$ cat config.mk
export PLATFORM = sky130hd
export DESIGN_NAME = cru_sfr_address_mapper_flat
export DESIGN_NICKNAME = d
export VERILOG_FILES = /design/src/logic/mapper_pkg.sv /design/src/logic/mapper_link_if.sv /design/src/logic/cru_sfr_address_mapper.sv /design/src/flat_wrapper.sv
export VERILOG_INCLUDE_DIRS = /design/src /design/src/logic
export SDC_FILE = /design/constraint.sdc
export NUM_CORES = 1
export LEC_CHECK = 0
export ABC_AREA = 1
export BUFFER_PORTS_ARGS = -buffer_cell sky130_fd_sc_hd__buf_2
export CORE_MARGIN = 4
export CORE_UTILIZATION = 55
export DETAILED_ROUTE_END_ITERATION = 8
export PLACE_DENSITY = 0.79
export SLEW_MARGIN = 25
export SYNTH_ARGS = -nofsm -noshare
export SYNTH_HDL_FRONTEND = slang
export SYNTH_SLANG_ARGS = --single-unit
$ cat constraint.sdc
create_clock -name i_core_clk -period 1.98 [get_ports i_core_clk]
set_clock_uncertainty 0.1 [all_clocks]
set_input_delay 0.099 -clock i_core_clk [delete_from_list [all_inputs] [get_ports i_core_clk]]
set_output_delay 0.099 -clock i_core_clk [all_outputs]
set_load 0.02 [all_outputs]
$ cat src/logic/mapper_regs.svh
/*
  Constants of the configuration-register mapper and the SFR export
  mapper: register addresses, field positions, reset values and the
  upper address bytes, three of which initialization loads.
  Assumes inclusion by bare name from the package only.
*/
// Notes on behaviour
// (RULE1) Config mapper beats every other data mapper.
// (RULE2) Reset zone is 4K, F000h to FFFFh.
// (RULE3) Zone source holds address bits 15:12 only.
// (RULE4) Config mapper always on; reaches all mapper registers.
// (RULE5) Size bit set at reset: 4K, cleared 256.
// (RULE6) Init ends by clearing size bit to 256.
// (RULE7) Non-internal SFR access drives full 32-bit address.
// (RULE8) Export mapper disabled after reset until enabled.
// (RULE9) Upper byte: latch register on RMW, else pin.
// (RULE10) Address is upper, mid, low, then SFR address.
// (RULE11) Soft-module SFRs replace core SFRs, go to bus.
// (RULE12) Exported SFRs take direct and bit instructions.
// (RULE13) Each mapper puts its own upper byte out.
// (RULE14) Init loads code mapper upper byte defaults; init here loads none, as there is no code mapper.
// (RULE15) Init loads data mapper upper byte defaults; init here loads only the config data byte 98h.
// (RULE16) Init loads E0h latch and C0h pin bytes.
// (RULE17) Distinct upper bytes let breakpoints tell fetches apart.
// (RULE18) Reduced config zone sits in top 256 bytes.
// (RULE19) Match bits 15:12; 256 mode needs 11:8 ones.
`ifndef MAPPER_REGS_SVH
`define MAPPER_REGS_SVH

// ==================================================================
// Register addresses in the config zone
`define CFG_TARGET_ADDR 16'hff19
`define CFG_SOURCE_ADDR 16'hff1a
`define CFG_CONTROL_ADDR 16'hff1b
`define XP_LOW_ADDR 16'hfe20
`define XP_MID_ADDR 16'hfe21
`define XP_PIN_ADDR 16'hfe22
`define XP_ENABLE_ADDR 16'hfe23
`define XP_LATCH_ADDR 16'hfe24

// ==================================================================
// Fields and reset values
`define CFG_SIZE_BIT 0
`define XP_ENABLE_BIT 0
`define CFG_SOURCE_RST 4'hf
`define CFG_SIZE_RST 1'b1
`define CFG_TARGET_RST 8'h00
`define XP_BYTE_RST 8'h00
`define XP_ENABLE_RST 1'b0

// ==================================================================
// Upper address bytes; initialization loads only the config data, SFR latch and SFR pin bytes
`define UB_MID_CODE_OPERAND 8'h30 // RULE14
`define UB_MID_CODE_OPCODE 8'h50
`define UB_FIRST_CODE_OPERAND 8'h28
`define UB_FIRST_CODE_OPCODE 8'h48
`define UB_BOOT_CODE_OPERAND 8'h20
`define UB_BOOT_CODE_OPCODE 8'h40
`define UB_CONFIG_DATA 8'h98
`define UB_PROG5_DATA 8'ha8
`define UB_PROG4_DATA 8'ha0
`define UB_PROG2_DATA 8'h90
`define UB_PROG1_DATA 8'h88
`define UB_RAM_DATA 8'h80
`define UB_SFR_LATCH 8'he0
`define UB_SFR_PIN 8'hc0

// ==================================================================
// Controller registers on AHB-Lite (byte addresses)
`define CT_ADDR_OFS 8'h00
`define CT_WDATA_OFS 8'h04
`define CT_CMD_OFS 8'h08
`define CT_STATUS_OFS 8'h0c
`define CT_BUSADDR_OFS 8'h10
`define CT_RDATA_OFS 8'h14
`define CMD_WRITE_BIT 0
`define CMD_SFR_BIT 1
`define CMD_INTERNAL_BIT 2
`define CMD_RMW_BIT 3
`define ST_BUSY_BIT 0
`define ST_INIT_DONE_BIT 1
`define ST_ROUTE_LSB 2

`endif

$ cat src/logic/mapper_pkg.sv
/*
  Types shared by the mapper link and both ends.
  Assumes the constants header sits beside it.
*/
package mapper_pkg;
  `include "mapper_regs.svh"

  // Where an access went
  typedef enum logic [1:0] {
    ROUTE_PASS,
    ROUTE_CONFIG_REG,
    ROUTE_BUS,
    ROUTE_CORE_SFR
  } route_e;

  typedef enum logic [2:0] {
    SEL_NONE,
    SEL_CFG_TARGET,
    SEL_CFG_SOURCE,
    SEL_CFG_CONTROL,
    SEL_XP_LOW,
    SEL_XP_MID,
    SEL_XP_PIN,
    SEL_XP_LATCH
  } reg_sel_e;
endpackage

$ cat src/logic/mapper_link_if.sv
/*
  Link between the access controller and the address mapper.
  Assumes both ends run on one clock; no clocking block.
*/
`timescale 1ns/10ps
interface mapper_link_if;
  import mapper_pkg::*;
  logic req;
  logic write;
  logic sfr;
  logic sfr_internal;
  logic rmw;
  logic [15:0] addr;
  logic [7:0] wdata;
  logic ack;
  route_e route;
  logic [31:0] bus_addr;
  logic [7:0] rdata;

  modport mapper (
    input req, write, sfr, sfr_internal, rmw, addr, wdata,
    output ack, route, bus_addr, rdata
  );
  modport ctrl (
    output req, write, sfr, sfr_internal, rmw, addr, wdata,
    input ack, route, bus_addr, rdata
  );
endinterface // mapper_link_if

$ cat src/logic/cru_sfr_address_mapper.sv
/*
  Configuration-register data mapper and SFR export mapper.
  Takes one core access per request, answers one cycle later with
  where it went, the 32-bit system bus address and read data.
  Assumes the far end never issues a request while one is open.
*/
`timescale 1ns/10ps
module cru_sfr_address_mapper
  import mapper_pkg::*;
(
  input wire logic i_core_clk, // 200 MHz system clock
  input wire logic i_rstn, // Async reset, active low
  mapper_link_if.mapper link, // Core access link
  output logic o_zone_is_4k, // Config zone size state
  output logic o_export_enabled // Export mapper state
);

  // ================================================================
  // Register state
  logic [7:0] cfg_target_reg;
  logic [3:0] cfg_source_reg;
  logic cfg_size_reg;
  logic [7:0] xp_low_reg;
  logic [7:0] xp_mid_reg;
  logic [7:0] xp_pin_reg;
  logic [7:0] xp_latch_reg;
  logic xp_enable_reg;
  logic ack_reg;
  route_e route_reg;
  logic [31:0] bus_addr_reg;
  logic [7:0] rdata_reg;

  // ================================================================
  // Decode helpers
  function automatic logic zone_hit(
    input logic [15:0] a,
    input logic [3:0] src,
    input logic big
  );
    zone_hit = (a[15:12] == src) // RULE19
      && (big || a[11:8] == 4'hf); // RULE19
  endfunction

  // Low byte only, so every mapper register stays reachable in the
  // 256-byte zone too; the export page aliases the config page.
  function automatic reg_sel_e reg_decode(input logic [7:0] ofs);
    logic [15:0] o;
    o = {8'h00, ofs};
    if (o == (`CFG_TARGET_ADDR & 16'h00ff)) begin
      reg_decode = SEL_CFG_TARGET;
    end else if (o == (`CFG_SOURCE_ADDR & 16'h00ff)) begin
      reg_decode = SEL_CFG_SOURCE;
    end else if (o == (`CFG_CONTROL_ADDR & 16'h00ff)) begin
      reg_decode = SEL_CFG_CONTROL;
    end else if (o == (`XP_LOW_ADDR & 16'h00ff)) begin
      reg_decode = SEL_XP_LOW;
    end else if (o == (`XP_MID_ADDR & 16'h00ff)) begin
      reg_decode = SEL_XP_MID;
    end else if (o == (`XP_PIN_ADDR & 16'h00ff)) begin
      reg_decode = SEL_XP_PIN;
    end else if (o == (`XP_LATCH_ADDR & 16'h00ff)) begin
      reg_decode = SEL_XP_LATCH;
    end else begin
      reg_decode = SEL_NONE;
    end
  endfunction

  function automatic logic is_enable_reg(input logic [7:0] ofs);
    is_enable_reg = {8'h00, ofs} == (`XP_ENABLE_ADDR & 16'h00ff);
  endfunction

  // ================================================================
  // Access classification
  logic cfg_hit;
  logic export_hit;
  logic cfg_wr;
  reg_sel_e sel;
  route_e route_next;
  logic [7:0] upper_byte;
  logic [31:0] bus_addr_next;
  logic [7:0] rdata_next;

  // Checked first among data mappers; no enable exists for it
  assign cfg_hit = !link.sfr // RULE4
    && zone_hit(link.addr, cfg_source_reg, cfg_size_reg); // RULE1
  // Core-implemented SFRs never leave; soft-module ones do
  assign export_hit = link.sfr && !link.sfr_internal // RULE11
    && xp_enable_reg; // RULE8
  assign sel = reg_decode(link.addr[7:0]);
  assign cfg_wr = link.req && link.write && cfg_hit;

  always_comb begin
    if (cfg_hit) begin
      route_next = (sel != SEL_NONE || is_enable_reg(link.addr[7:0]))
        ? ROUTE_CONFIG_REG : ROUTE_BUS;
    end else if (export_hit) begin
      route_next = ROUTE_BUS; // RULE7
    end else if (link.sfr) begin
      route_next = ROUTE_CORE_SFR;
    end else begin
      route_next = ROUTE_PASS;
    end
  end

  // Latch byte marks read-modify-write, which bit operations also
  // are, so a breakpoint can split the two instruction kinds.
  assign upper_byte = link.rmw ? xp_latch_reg // RULE9 RULE17 RULE12
    : xp_pin_reg; // RULE9

  always_comb begin
    if (cfg_hit) begin
      bus_addr_next = {cfg_target_reg, 8'h00, link.addr}; // RULE13
    end else if (export_hit) begin
      bus_addr_next = {upper_byte, xp_mid_reg, xp_low_reg,
        link.addr[7:0]}; // RULE10
    end else begin
      bus_addr_next = 32'h0000_0000;
    end
  end

  always_comb begin
    unique case (sel)
      SEL_CFG_TARGET: rdata_next = cfg_target_reg;
      SEL_CFG_SOURCE: rdata_next = {4'h0, cfg_source_reg};
      SEL_CFG_CONTROL: rdata_next = {7'h00, cfg_size_reg};
      SEL_XP_LOW: rdata_next = xp_low_reg;
      SEL_XP_MID: rdata_next = xp_mid_reg;
      SEL_XP_PIN: rdata_next = xp_pin_reg;
      SEL_XP_LATCH: rdata_next = xp_latch_reg;
      SEL_NONE: rdata_next = is_enable_reg(link.addr[7:0])
        ? {7'h00, xp_enable_reg} : 8'h00;
    endcase
    if (!(cfg_hit && !link.write)) begin
      rdata_next = 8'h00;
    end
  end

  // ================================================================
  // Config mapper registers
  always_ff @(posedge i_core_clk or negedge i_rstn) begin
    if (!i_rstn) begin
      cfg_target_reg <= `CFG_TARGET_RST;
      cfg_source_reg <= `CFG_SOURCE_RST; // RULE2
      cfg_size_reg <= `CFG_SIZE_RST; // RULE5 RULE2
    end else if (cfg_wr) begin
      if (sel == SEL_CFG_TARGET) begin
        cfg_target_reg <= link.wdata;
      end
      if (sel == SEL_CFG_SOURCE) begin
        cfg_source_reg <= link.wdata[3:0]; // RULE3
      end
      if (sel == SEL_CFG_CONTROL) begin
        cfg_size_reg <= link.wdata[`CFG_SIZE_BIT]; // RULE5
      end
    end
  end

  // ================================================================
  // Export mapper registers
  always_ff @(posedge i_core_clk or negedge i_rstn) begin
    if (!i_rstn) begin
      xp_low_reg <= `XP_BYTE_RST;
      xp_mid_reg <= `XP_BYTE_RST;
      xp_pin_reg <= `XP_BYTE_RST;
      xp_latch_reg <= `XP_BYTE_RST;
    end else if (cfg_wr) begin
      if (sel == SEL_XP_LOW) begin
        xp_low_reg <= link.wdata;
      end
      if (sel == SEL_XP_MID) begin
        xp_mid_reg <= link.wdata;
      end
      if (sel == SEL_XP_PIN) begin
        xp_pin_reg <= link.wdata;
      end
      if (sel == SEL_XP_LATCH) begin
        xp_latch_reg <= link.wdata;
      end
    end
  end

  always_ff @(posedge i_core_clk or negedge i_rstn) begin
    if (!i_rstn) begin
      xp_enable_reg <= `XP_ENABLE_RST; // RULE8
    end else if (cfg_wr && is_enable_reg(link.addr[7:0])) begin
      xp_enable_reg <= link.wdata[`XP_ENABLE_BIT];
    end
  end

  // ================================================================
  // Answer, one cycle after the request
  always_ff @(posedge i_core_clk or negedge i_rstn) begin
    if (!i_rstn) begin
      ack_reg <= 1'b0;
    end else begin
      ack_reg <= link.req;
    end
  end

  always_ff @(posedge i_core_clk or negedge i_rstn) begin
    if (!i_rstn) begin
      route_reg <= ROUTE_PASS;
      bus_addr_reg <= 32'h0000_0000;
      rdata_reg <= 8'h00;
    end else if (link.req) begin
      route_reg <= route_next;
      bus_addr_reg <= bus_addr_next;
      rdata_reg <= rdata_next;
    end
  end

  assign link.ack = ack_reg;
  assign link.route = route_reg;
  assign link.bus_addr = bus_addr_reg;
  assign link.rdata = rdata_reg;
  assign o_zone_is_4k = cfg_size_reg;
  assign o_export_enabled = xp_enable_reg;

endmodule // cru_sfr_address_mapper

$ cat src/flat_wrapper.sv
// flat-port wrapper written by rule: the top's interface ports become plain ports
module cru_sfr_address_mapper_flat import mapper_pkg::*;
  (i_core_clk, i_rstn, o_zone_is_4k, o_export_enabled, link_req, link_write, link_sfr, link_sfr_internal, link_rmw, link_addr, link_wdata, link_ack, link_route, link_bus_addr, link_rdata);
  mapper_link_if link_i ();
  input wire logic i_core_clk;
  input wire logic i_rstn;
  output logic o_zone_is_4k;
  output logic o_export_enabled;
  input wire logic [$bits(link_i.req)-1:0] link_req;
  input wire logic [$bits(link_i.write)-1:0] link_write;
  input wire logic [$bits(link_i.sfr)-1:0] link_sfr;
  input wire logic [$bits(link_i.sfr_internal)-1:0] link_sfr_internal;
  input wire logic [$bits(link_i.rmw)-1:0] link_rmw;
  input wire logic [$bits(link_i.addr)-1:0] link_addr;
  input wire logic [$bits(link_i.wdata)-1:0] link_wdata;
  output wire logic [$bits(link_i.ack)-1:0] link_ack;
  output wire logic [$bits(link_i.route)-1:0] link_route;
  output wire logic [$bits(link_i.bus_addr)-1:0] link_bus_addr;
  output wire logic [$bits(link_i.rdata)-1:0] link_rdata;
  assign link_i.req = link_req;
  assign link_i.write = link_write;
  assign link_i.sfr = link_sfr;
  assign link_i.sfr_internal = link_sfr_internal;
  assign link_i.rmw = link_rmw;
  assign link_i.addr = link_addr;
  assign link_i.wdata = link_wdata;
  assign link_ack = link_i.ack;
  assign link_route = link_i.route;
  assign link_bus_addr = link_i.bus_addr;
  assign link_rdata = link_i.rdata;
  cru_sfr_address_mapper u_core (.i_core_clk(i_core_clk), .i_rstn(i_rstn), .link(link_i), .o_zone_is_4k(o_zone_is_4k), .o_export_enabled(o_export_enabled));
endmodule
==> metrics.txt <==
Hold Path Depth=5; Final setup viols=0; Die Width=between 90 and 100 um; Num CTS Buffers=9; WL per Instance=16.1 um; ratio of cells with drive above 1 in the final layout=roughly 20%; Hold Crit Start=link_addr[8]; # rows=31; Post-Route WL=11900 um; FF-to-FF path depth=9; Core Area=around 7400 um2; top-level I/O count=76; antenna cells=0; CP dominant cell by count=nand2_1; max reg flops=32; sw frac=23.0%; gr ovfl total=0; Most used DFF post-synth=dfrtp_1; Worst-path clk slew=~0.080 ns; RSZ-0062 raised after global routing=yes; compound-cell area share of the yosys netlist=between 10% and 20%; MaxCap Viol Count=0; Die ar.=between 9000 and 10000 um2; syn nets=about 560; final slew viol count=0; H-tree depth=3; largest family of logic cells by synthesized area=simple AND/OR/NAND/NOR gates; VDD IR-drop max=0.489 mV; Fillers=just under 600; Arr. time, crit path=about 2.1 ns; Post-DP HPWL=about 8100 um; PortBufs=75; final hold viol count=0; Synth Area in XOR/XNOR=0.208%; Worst-Margin Slew=0.486 ns; area grow syn2layout=24.8%; CP required=about 2.1 ns; worst r2r src=u_core.cfg_source_reg[3]$_DFFE_PN1P_; number of enable flip-flop cells after synthesis=0; initial core utilization=around 57%; GRT Util Overall=27.0%; relative slew slack=between 60% and 70%; initial antenna violation count=0; beginning of the critical path=link_addr[7]; CTS tree=yes; clk buf depth=2; slowest stage delay, CP=about 0.55 ns; clock network fraction of design power=42.9%; final antenna-violating net count=0; Max FO, Critical Path=16; sequential area share after synthesis=a little over half; multiplexer share of the synthesized area=0%; Sw Pwr=0.000851 W; min cycle time layout=about 1.9 ns; via count=just over 4000; internal power=about 0.0028 W; detailed-router iteration count before antenna repair=5; worst skew pair latency=approximately 0.36 ns; Warnings, synthesis=0; Pwr per Cell Area=roughly 700 nW/um2; status=finished, final reports clean; Flop pwr share=between 40% and 50%; root buf cell=clkbuf_8; Post-synth ARST share=100%; Synth Area in Simple Gates=roughly a quarter; fmax=0.517 GHz; power share of the combinational group=7.2%; Avg Synthesized Cell Area=7.95 um2; CP endpoint kind=flip-flop; crit-path cells=dlygate4sd3_1 > buf_2 > inv_1 > nand2_1 > nor2_1 > nand2_1 > inv_1 > nand2_4 > nand2_1 > o21ai_1; first-pass GRT wire length=around 19000 um; die extent in y=roughly 96 um; worst hold path type=primary input to flip-flop; Crit Path Category=primary input to flip-flop; Yosys cell types=27; Tcrit/Tclk final=a little over nine tenths; Initial DRC Count=367; clock sink count=just under 90; largest net degree at the start of global routing=34; Pleak=roughly 2.8 nW; GPL Wtd Cong=between 0.8 and 0.9; Crit-path slowest cell=dlygate4sd3_1; Syn Inst Count=~530; synthesis-stage register bit count=89; adder-cell share of the synthesized area=0%; vias in the first global route=just under 4000; synthesized area=between 4000 and 5000 um2; Worst Setup Start Kind=primary input; Power, Total=about 0.0037 W; post-route DRC violation count=0; Nets=approximately 670; vias per cell=between 5 and 6; Hold WS=0.0125 ns
through the flow:
stage	instance area (um2)	worst slack [ns]	setup TNS [ns]	utilization [%]	instances
floorplan	4220	0.151	0	-	531
global placement	4700	0.208	0	63.8	697
detailed placement	4700	0.163	0	63.8	697
CTS	5170	0.0278	0	70.1	733
global route	5270	-0.113	-1.04	71.5	741
finish	5270	0.0449	0	71.5	741
cell usage after synthesis, types with 2 or more instances:
master	number	area, um2
nand2_1	189	709
dfrtp_1	84	2100
inv_1	44	165
o21ai_0	41	205
o21ai_1	40	200
nor2_1	34	128
a21oi_1	20	100
nand3_1	20	100
clkbuf_1	12	45.0
nor3_1	7	35.0
o211ai_1	6	45.0
buf_6	5	56.3
dfstp_2	5	131
nand2_4	5	56.3
nand4_1	4	25.0
a31oi_1	2	12.5
inv_2	2	7.51
o22ai_1	2	12.5
cell type report:
type	count	area (um2)	area share (%)
sequential	89	2230	42.4
multi-input combinational	378	1740	32.9
timing repair buffer	112	734	13.9
inverter	47	180	3.42
clock buffer	11	151	2.87
tap	99	124	2.35
clock inverter	5	110	2.09
worst max-delay path: cells and delay by family:
family | cells | cell delay (ns)
AND/OR/NAND/NOR | 5 | 0.91
buffers and inverters | 4 | 1.00
AO/OA/AOI/OAI | 1 | 0.07
final timing paths:
check,slack [ns],end
worst max-delay path,0.04,u_core.xp_mid_reg[6]$_DFFE_PN0P_
worst min-delay path,0.01,u_core.link.bus_addr[8]$_DFFE_PN0P_
worst max register to register,0.14,u_core.xp_mid_reg[6]$_DFFE_PN0P_
worst min register to register,0.39,u_core.link.bus_addr[21]$_DFFE_PN0P_
max in group asynchronous,1.08,u_core.xp_mid_reg[5]$_DFFE_PN0P_
min in group asynchronous,0.12,u_core.link.bus_addr[0]$_DFFE_PN0P_
power groups by stage:
stage	logic, W	clock network [W]	registers, W
after floorplan	0.0000781	0	0.00190
after global placement	0.000228	0	0.00188
after detailed placement	0.000230	0	0.00188
after CTS	0.000262	0.00158	0.00184
after global routing	0.000291	0.00167	0.00184
final	0.000266	0.00159	0.00184
cells by family after synthesis:
family	after synthesis
simple gates	264
compound gates	112
flops	89
buf+inv	65
xor+xnor	1
repair_timing:
| action | in CTS | in global routing |
|---|---|---|
| gates resized for setup | 0 | 9 |
| endpoints found under the setup margin | 0 | 53 |
| buffers inserted | 0 | 7 |
| endpoints found under the hold margin | 111 | 0 |
| hold buffers | 20 | 0 |
metal layers:
layer	GRT usage [%]	part of all wire, %	wire length, um
met1	36.4	41	4920
met2	43.3	47	5640
met3	4.58	8.7	1040
met4	11.1	2.6	307
met5	0	0	0
cells in the final DEF, fill, tap and decap left out, drive strengths merged, types with 2 or more instances in the layout:
cell type / n
nand2: 196
buf: 92
dfrtp: 84
o21ai: 81
inv: 47
nor2: 37
nand3: 20
a21oi: 20
dlygate4sd3: 20
clkbuf: 11
nor3: 8
o211ai: 6
dfstp: 5
nand4: 4
bufinv: 3
o22ai: 2
a31oi: 2
Power figures use the tool's default switching activity.
